### src/rtl/alu_pkg.sv
// Constants and types shared by the accumulator datapath and its ALU
package alu_pkg;
    localparam int unsigned DATA_W     = 8;
    localparam int unsigned INSN_W     = 14;
    localparam int unsigned INDEX_W    = 7;
    // Opcode fields
    localparam int unsigned OPC_HI     = 13;
    localparam int unsigned OPC6_LO    = 8;
    localparam int unsigned OPC5_LO    = 9;
    localparam int unsigned DEST_BIT   = 7;
    localparam logic [5:0]  OPC_AND_IMM = 6'h39;
    localparam logic [4:0]  OPC_ADD_IMM = 5'h1F;
    localparam logic [5:0]  OPC_ADD_REG = 6'h07;
    localparam logic [5:0]  OPC_AND_REG = 6'h05;
    // Values after reset
    localparam logic [7:0]  ACC_RST    = 8'h00;
    localparam logic        FLAG_RST   = 1'b0;
    localparam logic [7:0]  DATA_RST   = 8'h00;
    localparam logic [6:0]  INDEX_RST  = 7'h00;

    typedef enum logic [1:0] {
        ALU_ADD = 2'h1,
        ALU_AND = 2'h2
    } alu_op_e;
endpackage : alu_pkg

### src/rtl/add_and_alu_ops.sv
// Accumulator datapath executing the add and AND instruction group
// How it works
// - add immediate: accumulator plus literal, all flags
// - and immediate: accumulator AND literal, zero only
// - add register: accumulator plus register, all flags
// - and register: accumulator AND register, zero only
// - target bit zero: result to accumulator
// - register forms with target bit one: result to register
`timescale 1ns/10ps
module add_and_alu_ops (
    input  wire logic        clk_sys,
    input  wire logic        rst_n,
    input  wire logic        insn_valid,
    input  wire logic [13:0] insn,
    output logic      [6:0]  reg_index,
    input  wire logic [7:0]  reg_rdata,
    output logic             reg_we,
    output logic      [6:0]  reg_waddr,
    output logic      [7:0]  reg_wdata,
    output logic      [7:0]  acc,
    output logic             carry_flag,
    output logic             half_carry_flag,
    output logic             zero_flag,
    output logic             insn_done
);
    // ****************************************************************
    // Decode
    // ****************************************************************
    logic             is_add_imm;
    logic             is_and_imm;
    logic             is_add_reg;
    logic             is_and_reg;
    logic             is_reg_op;
    logic             to_reg;
    alu_pkg::alu_op_e op;
    logic [7:0]       opnd_b;
    logic [7:0]       result;
    logic             c_out;
    logic             dc_out;
    logic             z_out;

    // Register read address is combinational from the instruction
    // No forwarding here: the file must forward a pending write to a read of the same index
    assign reg_index = insn[alu_pkg::INDEX_W-1:0];

    // Add immediate ignores opcode bit 8
    always_comb begin
        is_add_imm = insn[alu_pkg::OPC_HI:alu_pkg::OPC5_LO] == alu_pkg::OPC_ADD_IMM;
        is_and_imm = insn[alu_pkg::OPC_HI:alu_pkg::OPC6_LO] == alu_pkg::OPC_AND_IMM;
        is_add_reg = insn[alu_pkg::OPC_HI:alu_pkg::OPC6_LO] == alu_pkg::OPC_ADD_REG;
        is_and_reg = insn[alu_pkg::OPC_HI:alu_pkg::OPC6_LO] == alu_pkg::OPC_AND_REG;
        is_reg_op  = is_add_reg | is_and_reg;
        to_reg     = is_reg_op & insn[alu_pkg::DEST_BIT];
        op         = (is_add_imm | is_add_reg) ? alu_pkg::ALU_ADD : alu_pkg::ALU_AND;
        opnd_b     = is_reg_op ? reg_rdata : insn[7:0];
    end

    alu_core u_alu (
        .opnd_a     (acc),
        .opnd_b     (opnd_b),
        .op         (op),
        .result     (result),
        .carry      (c_out),
        .half_carry (dc_out),
        .zero       (z_out)
    );

    // ****************************************************************
    // State update
    // ****************************************************************
    logic [7:0] nxt_acc;
    logic       nxt_c;
    logic       nxt_dc;
    logic       nxt_z;
    logic       nxt_we;
    logic [6:0] nxt_waddr;
    logic [7:0] nxt_wdata;
    logic       nxt_done;
    logic [7:0] acc_ff;
    logic       c_ff;
    logic       dc_ff;
    logic       z_ff;
    logic       we_ff;
    logic [6:0] waddr_ff;
    logic [7:0] wdata_ff;
    logic       done_ff;
    logic       hit;

    always_comb begin
        // Idle cycles and other opcodes hold accumulator, flags, write address and data; reg_we and insn_done drop
        hit       = insn_valid & (is_add_imm | is_and_imm | is_reg_op);
        nxt_acc   = acc_ff;
        nxt_c     = c_ff;
        nxt_dc    = dc_ff;
        nxt_z     = z_ff;
        nxt_we    = 1'b0;
        nxt_waddr = waddr_ff;
        nxt_wdata = wdata_ff;
        nxt_done  = hit;
        if (hit) begin
            // The zero flag follows every taken instruction, whatever the target
            nxt_z = z_out;
            // AND keeps carry and half carry as they were
            if (op == alu_pkg::ALU_ADD) begin
                nxt_c  = c_out;
                nxt_dc = dc_out;
            end
            // Write-back leaves the accumulator untouched
            if (to_reg) begin
                nxt_we    = 1'b1;
                nxt_waddr = reg_index;
                nxt_wdata = result;
            end else begin
                nxt_acc = result;
            end
        end
    end

    // Reset clears at once, not at the next edge
    always_ff @(posedge clk_sys or negedge rst_n) begin
        if (!rst_n) begin
            acc_ff   <= alu_pkg::ACC_RST;
            c_ff     <= alu_pkg::FLAG_RST;
            dc_ff    <= alu_pkg::FLAG_RST;
            z_ff     <= alu_pkg::FLAG_RST;
            we_ff    <= 1'b0;
            waddr_ff <= alu_pkg::INDEX_RST;
            wdata_ff <= alu_pkg::DATA_RST;
            done_ff  <= 1'b0;
        end else begin
            acc_ff   <= nxt_acc;
            c_ff     <= nxt_c;
            dc_ff    <= nxt_dc;
            z_ff     <= nxt_z;
            we_ff    <= nxt_we;
            waddr_ff <= nxt_waddr;
            wdata_ff <= nxt_wdata;
            done_ff  <= nxt_done;
        end
    end

    assign acc             = acc_ff;
    assign carry_flag      = c_ff;
    assign half_carry_flag = dc_ff;
    assign zero_flag       = z_ff;
    assign reg_we          = we_ff;
    assign reg_waddr       = waddr_ff;
    assign reg_wdata       = wdata_ff;
    assign insn_done       = done_ff;
endmodule : add_and_alu_ops

### src/rtl/alu_core.sv
// Combinational 8-bit add/AND unit with carry, half-carry and zero
`timescale 1ns/10ps
module alu_core (
    input  wire logic [7:0]       opnd_a,
    input  wire logic [7:0]       opnd_b,
    input  wire alu_pkg::alu_op_e op,
    output logic      [7:0]       result,
    output logic                  carry,
    output logic                  half_carry,
    output logic                  zero
);
    logic [8:0] sum;
    logic [4:0] low_sum;

    always_comb begin
        sum        = {1'b0, opnd_a} + {1'b0, opnd_b};
        low_sum    = {1'b0, opnd_a[3:0]} + {1'b0, opnd_b[3:0]};
        result     = (op == alu_pkg::ALU_ADD) ? sum[7:0] : (opnd_a & opnd_b);
        carry      = sum[8];
        half_carry = low_sum[4];
        zero       = (result == 8'h00);
    end
endmodule : alu_core

### config.mk
export PLATFORM = sky130hd
export DESIGN_NAME = add_and_alu_ops
export DESIGN_NICKNAME = d
export VERILOG_FILES = /design/src/rtl/alu_pkg.sv /design/src/rtl/add_and_alu_ops.sv /design/src/rtl/alu_core.sv
export SDC_FILE = /design/constraint.sdc
export NUM_CORES = 1
export LEC_CHECK = 0
export ABC_AREA = 0
export BUFFER_PORTS_ARGS = -buffer_cell sky130_fd_sc_hd__buf_4
export CORE_ASPECT_RATIO = 0.7
export CORE_MARGIN = 8
export CORE_UTILIZATION = 50
export CTS_BUF_LIST = sky130_fd_sc_hd__clkbuf_4
export DETAILED_ROUTE_END_ITERATION = 12
export GPL_TIMING_DRIVEN = 0
export PLACE_DENSITY = 0.88
export SLEW_MARGIN = 25
export SYNTH_ARGS = -nofsm -noshare
export SYNTH_HDL_FRONTEND = slang
export SYNTH_HIERARCHICAL = 1
export SYNTH_SLANG_ARGS = --single-unit
### constraint.sdc
create_clock -name clk_sys -period 3.98 [get_ports clk_sys]
set_clock_uncertainty 0.1 [all_clocks]
set_input_delay 0 -clock clk_sys [delete_from_list [all_inputs] [get_ports clk_sys]]
set_output_delay 0 -clock clk_sys [all_outputs]
set_load 0.05 [all_outputs]
== Yosys cells after proc, flatten, opt, wreduce, memory -nomap -nowiden ==
Cells that the tools add are included.
Word-level totals
  register bits: 28
  output and inout port bits: 35
Cells by class
  bitwise operators: 8
  $add $sub $neg: 2
  reduce and logical (&&, ||, !) cells: 4
  equality and inequality tests: 5
  muxes and demuxes: 5
Operators by type and width (count)
  $mux 8: 2
  $eq 6x3->1 const B: 2
  $add 8x8->9: 1
  $and 8x8->8: 1
  $logic_not 8->1: 1
  $eq 6x6->1 const B: 1
  $reduce_and 2->1: 3
  $add 4x4->5: 1
  $eq 5x5->1 const B: 1
  $or 1x1->1: 4
  $and 1x1->1: 2
  $eq 2x1->1 const B: 1
  $mux 1: 2
  $mux 2: 1
  $not 1->1: 1

== Logic depth before layout (Yosys ltp) ==
Gate-level depths: netlist (run 1).
  word-level depth: 6
  depth in mapped cells: 13

== Cells and area by module ==
Netlist (run 1), hierarchy kept.
Modules (own cells, without submodules)
  add_and_alu_ops: seq. area each 700.7 um^2, times used 1, cells each 103, area each 1281.2 um^2
  alu_core: seq. area each 0.0 um^2, times used 1, cells each 55, area each 419.2 um^2

== Worst setup path after synthesis (run 1) ==
OpenSTA, ideal clock, no wires.
  kind: reg-to-reg
  from: register acc_ff[1] (netlist: acc[1])
  to: register z_ff (netlist: zero_flag)
  path slack: 1.706 ns
  required time: 3.755 ns
  period minus slack after synthesis: 2.274 ns
  setup time: 0.125 ns
  stages on the path, launching flop included: 9
  path buffers: 0
  arrival: 2.050 ns
  cell sequence: dfrtp_1 -> ha_1 -> a211oi_2 -> o21bai_1 -> a21oi_1 -> xor2_1 -> o21ai_2 -> nor4_2 -> mux2_2
On the way
  longest elaborated chain between the ends: 3
Ends and longest elaborated chain
  start, declared: RTL line add_and_alu_ops.sv:79  | logic [7:0] acc_ff;
  start signal, assigned: RTL line add_and_alu_ops.sv:122  | acc_ff <= alu_pkg::ACC_RST;
  start signal, assigned: RTL line add_and_alu_ops.sv:131  | acc_ff <= nxt_acc;
  $add 8x8->9: RTL line alu_core.sv:16  | sum = {1'b0, opnd_a} + {1'b0, opnd_b};
  $mux 8: RTL line alu_core.sv:18  | result = (op == alu_pkg::ALU_ADD) ? sum[7:0] : (opnd_a & opnd_b);
  named net result[5]: RTL line add_and_alu_ops.sv:37  | logic [7:0] result;
  $logic_not 8->1: RTL line alu_core.sv:21  | zero = (result == 8'h00);
  named net z_out: RTL line add_and_alu_ops.sv:40  | logic z_out;
  end signal, assigned: RTL line add_and_alu_ops.sv:125  | z_ff <= alu_pkg::FLAG_RST;
  end signal, assigned: RTL line add_and_alu_ops.sv:134  | z_ff <= nxt_z;
  end, declared: RTL line add_and_alu_ops.sv:82  | logic z_ff;
The timed path passes the listed nets, and every way through them passes these cells.
A chain may end at the register's enable or synchronous reset.

== Final worst setup path (run 1) ==
  from: input insn[13]
  to: register z_ff (netlist: zero_flag)
On the way
  longest elaborated chain between the ends: 6
Ends and longest elaborated chain
  start, declared: RTL line add_and_alu_ops.sv:14  | input wire logic [13:0] insn,
  $eq 6x3->1 (on tied branches): RTL line add_and_alu_ops.sv:50, add_and_alu_ops.sv:51
  $or 1x1->1 (*): RTL line add_and_alu_ops.sv:52  | is_reg_op = is_add_reg | is_and_reg;
  $mux 8 (*): RTL line add_and_alu_ops.sv:55  | opnd_b = is_reg_op ? reg_rdata : insn[7:0];
  named net opnd_b[1]: RTL line add_and_alu_ops.sv:36  | logic [7:0] opnd_b;
  $add 8x8->9 (*): RTL line alu_core.sv:16
  $mux 8 (*): RTL line alu_core.sv:18
  named net result[3]: RTL line add_and_alu_ops.sv:37
  $logic_not 8->1 (*): RTL line alu_core.sv:21
  named net z_out: RTL line add_and_alu_ops.sv:40
Mark *: on every way through the listed nets, which the timed path passes. The rest lies on a longest branch.

==> results.ini, run 1 <==
[status]
outcome = finished, final reports clean

[critical_path]
path_delay_family = simple AND/OR/NAND/NOR gates
cp_common_cell = nand2_1
cp-start-kind = primary input
r2r_cells = 8
r2r_end = zero_flag$_DFFE_PN0P_
crit_buf_inv = 2
r2r_slack_ns = 1.57
cp_max_fo = 10
worstPathArrival_ns = 2.68
worstReg2RegStart = acc[1]$_DFFE_PN0P_
required_ns = 4.17
worstPathCellList = buf_4, nor3_2, and3_1, buf_2, nand2_1, nand2_1, ha_1, a21o_1, a211oi_1, o31ai_1, nor4_1, nand2b_1, nor4_2, mux2_2
cp_slowest_stage_delay_ns = 0.33
cp_slowest_cell = nor4_1
critical_path_class = primary input to register
cp-end-kind = register

[logic_synthesis]
synth_cell_types = 37
synth_top_area_share_pct = 41.2
syn_nets = 192
yosys.area.top_type = dfrtp_1
synth_seq_area_share_pct = 41.2
synth_area_mm2 = 0.00170
ys.flop_type = dfrtp_1
synth_area_leaders = dfrtp_1 41%, mux2_2 17%, nand2_1 7.3%, ha_1 6.6%, buf_4 3.5%
synth_seq_cells = 28
avgSynthCellArea_um2 = 10.8
netlist_instances = 158
synth-async-reset-ratio_pct = 100
synth-edff-count = 0
ys.warnings.count = 6

[route]
dr.pass1.iters = 4
drc = 0
antenna_left = 0
drt-initial-drc-count = 65
vias = 1436
drt-total-wl_um = 4450
vias_per_cell = 5.32
wl_per_cell_um = 16.5

[global_route]
grt_start_max_net_pins = 29
antenna_found_initial = 0
grt_util_all_layers_pct = 16.0
grt_pass1_vias = 1427
grt_pass1_wl_um = 7200
gr-total-overflow = 0

[timing]
finalSetupViolations = 0
setup_ws_ns = 1.49
setup_tns_ns = 0
relSlewSlack_pct = 66.0
maxSlewViolCount = 0
worst_pin_slew_ns = 0.506
hold_viol = 0
rsz0062_at_grt = no
period_minus_slack_ns = 2.49
whs_ns = 0.0733
fmax_mhz = 401
min_period_over_period_pct = 62.6

[hold_path]
hp-start = insn[7]
worstHoldEndpoint = reg_waddr[0]$_DFFE_PN0P_
hold_path.class = primary input to register
whs_path_depth = 3

[run]
maxCapViolations = 0

[cts]
path_clk_slew_ns = 0.16
cts-root-buf = clkbuf_4
cts_sinks = 28
cts_tree = built
hold_buffers = 11
cts_buffer_depth = 2
cts_made_buffers = 3
htreeDepth = 1
clk_latency_ns = 0.34
cts_setup_buffers = 0
cts_resized = 0

[place]
port-buffer-count = 59
hpwlAfterDp_um = 3460
dp_cells = 255
dpl_worst_slack_ns = 1.19
gp_routability_congestion = 0.888

[floorplan]
core_area_mm2 = 0.00319
die_h_um = 64.8
die_width_um = 85.7
die-area_mm2 = 0.00555
start_util_pct = 53.3
ios = 60
rows = 17

[final_layout]
fin_nets = 267
drive_gt1_share_pct = 48.3
insertedDiodeCount = 0
fin_cells = 270
syn_to_final_growth_pct = 39.0

[power_and_ir_drop]
p_seq_share_pct = 45.7
p_clk_share_pct = 28.7
intPower_mw = 0.467
swShare_pct = 29.6
irDropWorstVdd_mv = 0.253
leakagePower_nw = 1.27
net-switching-power_mw = 0.196
powerDensity_mw_per_mm2 = 281
combPwrFrac_pct = 25.6
power.total_mw = 0.663

## cells by family (layout without fill, tap and decap cells)
kind of cell	after synthesis	count (layout)	share of synthesized area [%]
DFF	28	28	41.2
adders and majority gates	9	9	6.62
AOI/OAI and AO/OA	27	27	12.3
xor gates and xnor gates	6	6	3.09
buffers and inverters	12	86	4.56
and+or+nand+nor	49	49	13.9
muxes	27	27	18.3
## Yosys cell counts, drive strengths merged (2+ instances only)
cell,n
xnor2,3
buf,10
a21oi,5
nor4,2
nor2,2
mux2,27
o21a,4
nand3,3
nand2b,2
o211ai,2
a21o,3
ha,9
xor2,3
o21ai,8
inv,2
nand2,34
dfrtp,28
a211oi,2
## how the worst max path moves through the flow
| stage | to | depth (start not counted) | from |
|---|---|---|---|
| 5_1_grt | zero_flag$_DFFE_PN0P_ | 14 | insn[13] |
| 4_1_cts | zero_flag$_DFFE_PN0P_ | 14 | insn[13] |
| 3_5_place_dp | zero_flag$_DFFE_PN0P_ | 14 | insn[13] |
| 2_1_floorplan | zero_flag$_DFFE_PN0P_ | 8 | acc[1]$_DFFE_PN0P_ |
| 3_3_place_gp | zero_flag$_DFFE_PN0P_ | 14 | insn[13] |
| 6_report | zero_flag$_DFFE_PN0P_ | 14 | insn[13] |
## sequential cells by signal, summed over array words and instances, names as in the netlist
| signal | flops |
|---|---|
| reg_wdata | 8 |
| acc | 8 |
| reg_waddr | 7 |
| half_carry_flag | 1 |
| insn_done | 1 |
| zero_flag | 1 |
| carry_flag | 1 |
| reg_we | 1 |
## stage by stage
stage | utilization [%] | cell area, um2
3_3_place_gp | 68.7 | 2190
5_1_grt | 74.1 | 2360
3_5_place_dp | 68.7 | 2190
4_1_cts | 74.1 | 2360
6_report | 74.1 | 2360
2_1_floorplan | - | 1700
## layout make-up
cell class | count | area [um2]
buffer | 10 | 70.1
clock buffer | 3 | 22.5
fill | 225 | 827
sequential | 28 | 701
timing repair buffer | 70 | 563
inverter | 2 | 7.51
clock inverter | 1 | 30.0
multi-input combinational | 118 | 922
tap | 38 | 47.5
## worst min-delay path, delay by kind of cell
kind,cells,cell delay [ns]
muxes,1,0.18
buffers and inverters,1,0.12
and+or+nand+nor,1,0.19
## power groups by stage
| stage | clock network, mW | registers, mW | logic [mW] |
|---|---|---|---|
| after global placement | 0 | 0.307 | 0.157 |
| after floorplan | 0 | 0.351 | 0.0530 |
| final | 0.191 | 0.303 | 0.170 |
| after global routing | 0.204 | 0.305 | 0.180 |
| after CTS | 0.194 | 0.302 | 0.169 |
| after detailed placement | 0 | 0.308 | 0.159 |
## per-layer routing
metal | vias to the layer above | routed length, um | track usage [%]
li1 | 697 | - | -
met1 | 675 | 2030 | 20.1
met2 | 60 | 1990 | 25.8
met3 | 4 | 398 | 6.16
met4 | 0 | 27 | 2.39
met5 | - | 0 | 0
## layout by cell type (no fill, tap or decap), types with 2 or more instances in the layout
master	synthesis	routed
nor2_1	2	2
xor2_1	3	3
clkbuf_4	0	3
nand2b_1	2	2
dlygate4sd3_1	0	10
xnor2_1	3	3
a21oi_1	2	2
nand2_1	33	33
o21a_1	4	4
inv_1	2	2
a21oi_2	3	3
nand3_1	2	2
ha_1	9	9
o21ai_1	6	6
mux2_2	25	25
dfrtp_1	28	28
a21o_1	3	3
buf_4	8	67
mux2_4	2	2
buf_2	2	2
No activity file was read; power rests on OpenSTA's default activity.
==> run 2: changes to the inputs <==
Clock period 3.98 ns to 2.5 ns, I/O delays scaled along.
==> results.ini, run 2 (synthesis results as in run 1) <==
[status]
outcome = finished, final reports clean  ; unchanged

[critical_path]
worstPathCellList = buf_4, nor3_2, and3_1, clkbuf_4, nand2_1, nand2_1, ha_1, a21o_1, a211oi_1, o31ai_2, nor4_2, nand2b_1, nor4_2, mux2_2  ; was buf_4, nor3_2, and3_1, buf_2, nand2_1, nand2_1, ha_1, a21o_1, a211oi_1, o31ai_1, nor4_1, nand2b_1, nor4_2, mux2_2
r2r_cells = 8  ; unchanged
cp-end-kind = register  ; unchanged
cp_slowest_stage_delay_ns = 0.32  ; was 0.33 ns
critical_path_class = primary input to register  ; unchanged
required_ns = 2.69  ; was 4.17 ns
crit_start = insn[13]  ; unchanged
cp_slowest_cell = a211oi_1  ; was nor4_1
crit_end = zero_flag$_DFFE_PN0P_  ; unchanged
cp_max_fo = 10  ; unchanged
worstReg2RegStart = acc[1]$_DFFE_PN0P_  ; unchanged
worstPathArrival_ns = 2.55  ; was 2.68 ns
r2r_slack_ns = 0.22  ; was 1.57 ns
r2r_end = zero_flag$_DFFE_PN0P_  ; unchanged
cp-start-kind = primary input  ; unchanged

[global_route]
antenna_found_initial = 0  ; unchanged
gr-usage-met2_pct = 25.8  ; unchanged
grt_pass1_vias = 1427  ; unchanged
grt_start_max_net_pins = 29  ; unchanged
gr-total-overflow = 0  ; unchanged
busiest_layer = met2  ; unchanged
grt_pass1_wl_um = 7200  ; unchanged
grt_use_met1_pct = 20.1  ; unchanged
grt_util_all_layers_pct = 16.0  ; unchanged
grt_use_met3_pct = 6.16  ; unchanged

[timing]
maxSlewViolCount = 0  ; unchanged
min_period_over_period_pct = 94.3
finalSetupViolations = 0  ; unchanged
fmax_mhz = 424
worst_pin_slew_ns = 0.422  ; was 0.506 ns
period_minus_slack_ns = 2.36
setup_ws_ns = 0.144  ; was 1.49 ns
setup_tns_ns = 0  ; unchanged
relSlewSlack_pct = 71.5  ; was 66.0%
rsz0062_at_grt = no  ; unchanged
hold_viol = 0  ; unchanged

[route]
drt-total-wl_um = 4430  ; was 4450 um
wl_per_cell_um = 16.4  ; was 16.5 um
drt-initial-drc-count = 54  ; was 65
vias_per_cell = 5.41  ; was 5.32
vias = 1460  ; was 1436
drc = 0  ; unchanged
dr.pass1.iters = 4  ; unchanged
antenna_left = 0  ; unchanged

[final_layout]
syn_to_final_growth_pct = 39.8  ; was 39.0%
fin_nets = 267  ; unchanged
insertedDiodeCount = 0  ; unchanged
nFillCells = 226  ; was 225
drive_gt1_share_pct = 49.1  ; was 48.3%
final_area_mm2 = 0.00238  ; was 0.00236 mm2
final_common_cell = buf_4  ; unchanged
layout_common_cells = 67 x buf_4, 33 x nand2_1, 28 x dfrtp_1  ; unchanged

[power_and_ir_drop]
powerDensity_mw_per_mm2 = 444  ; was 281 mW/mm2
p_seq_share_pct = 45.7  ; about the same
leakagePower_nw = 1.27  ; about the same
intPower_mw = 0.743  ; was 0.467 mW
net-switching-power_mw = 0.312  ; was 0.196 mW
p_clk_share_pct = 28.7  ; about the same
irDropWorstVdd_mv = 0.403  ; was 0.253 mV
power.total_mw = 1.06  ; was 0.663 mW
combPwrFrac_pct = 25.6  ; about the same
swShare_pct = 29.6  ; about the same

[place]
hpwlAfterDp_um = 3460  ; unchanged
dpl_worst_slack_ns = -0.291  ; was 1.19 ns
gp_routability_congestion = 0.888  ; unchanged
place_area_mm2 = 0.00219  ; unchanged
port-buffer-count = 59  ; unchanged

[cts]
path_clk_slew_ns = 0.16  ; about the same
cts_buffer_depth = 2  ; unchanged
cts_sinks = 28  ; unchanged
htreeDepth = 1  ; unchanged
cts_made_buffers = 3  ; unchanged
cts-root-buf = clkbuf_4  ; unchanged
cts_tree = built  ; unchanged
clk_latency_ns = 0.34  ; about the same

[hold_path]
hold_path.class = primary input to register  ; unchanged

[floorplan]
ios = 60  ; unchanged
core_area_mm2 = 0.00319  ; unchanged
die_width_um = 85.7  ; unchanged
rows = 17  ; unchanged
start_util_pct = 53.3  ; unchanged
die_h_um = 64.8  ; unchanged
die-area_mm2 = 0.00555  ; unchanged

[run]
maxCapViolations = 0  ; unchanged

==> run 2: changes by cell type in the layout (fill, tap and decap cells not counted) <==
cell      change
buf_2         -1
clkbuf_4      +1
o31ai_1       -1
nor4_2        +1
o31ai_2       +1
nor4_1        -1
==> run 2: critical path: cells and delay by family <==
family / cells / cell delay, ns
buf+inv: 2 / 0.34
mux: 1 / 0.18
simple gates: 7 / 1.09
fa+ha+maj: 1 / 0.29
compound gates: 3 / 0.65
==> run 2: layout make-up <==
| cell class | instances | area [um2] | area share (%) |
|---|---|---|---|
| well taps | 38 | 47.5 | 2.00 |
| clock buffers | 3 | 22.5 | 0.947 |
| inverters | 2 | 7.51 | 0.316 |
| plain buffers | 10 | 72.6 | 3.05 |
| clock inverters | 1 | 30.0 | 1.26 |
| multi-input cells | 118 | 933 | 39.3 |
| repair buffers | 70 | 563 | 23.7 |
| flip-flops and latches | 28 | 701 | 29.5 |
==> run 2: layer usage <==
metal | up-vias | part of all wire, %
li1 | 697 | -
met1 | 691 | 45
met5 | - | 0
met2 | 65 | 45
met3 | 7 | 9.4
met4 | 0 | 0.77
==> run 2: worst min path at each step <==
| stage | startpoint | endpoint | slack (ns) | cells past startpoint |
|---|---|---|---|---|
| final | insn[7] | reg_waddr[0]$_DFFE_PN0P_ | 0.07 | 3 |
| after global routing | insn[9] | insn_done$_DFF_PN0_ | 0.08 | 4 |
| after global placement | rst_n | reg_wdata[2]$_DFFE_PN0P_ | -0.17 | 1 |
| after floorplan | rst_n | acc[0]$_DFFE_PN0P_ | -0.40 | 0 |
| after detailed placement | rst_n | reg_wdata[2]$_DFFE_PN0P_ | -0.16 | 1 |
| after CTS | insn[9] | insn_done$_DFF_PN0_ | 0.06 | 4 |
==> run 2: repair_timing <==
| action | CTS | global route |
|---|---|---|
| resized for setup | 0 | 3 |
| setup endpoints to repair | 0 | 1 |
| endpoints found under the hold margin | 38 | 0 |
| hold buffers | 11 | 0 |
| buffers inserted | 0 | 0 |
==> run 2: power groups by stage <==
stage | Sequential, mW | Clock [mW] | Combinational [mW]
after detailed placement | 0.490 | 0 | 0.253
after global placement | 0.489 | 0 | 0.249
after global routing | 0.485 | 0.325 | 0.286
after floorplan | 0.558 | 0 | 0.0844
after CTS | 0.482 | 0.309 | 0.270
final | 0.482 | 0.303 | 0.270
==> run 2: stage by stage <==
stage	hold slack, ns	instances	utilization, %
finish	0.0747	270	74.5
floorplan	-0.396	158	-
global placement	-0.165	255	68.7
detailed placement	-0.163	255	68.7
global route	0.0785	270	74.5
CTS	0.0600	270	74.1
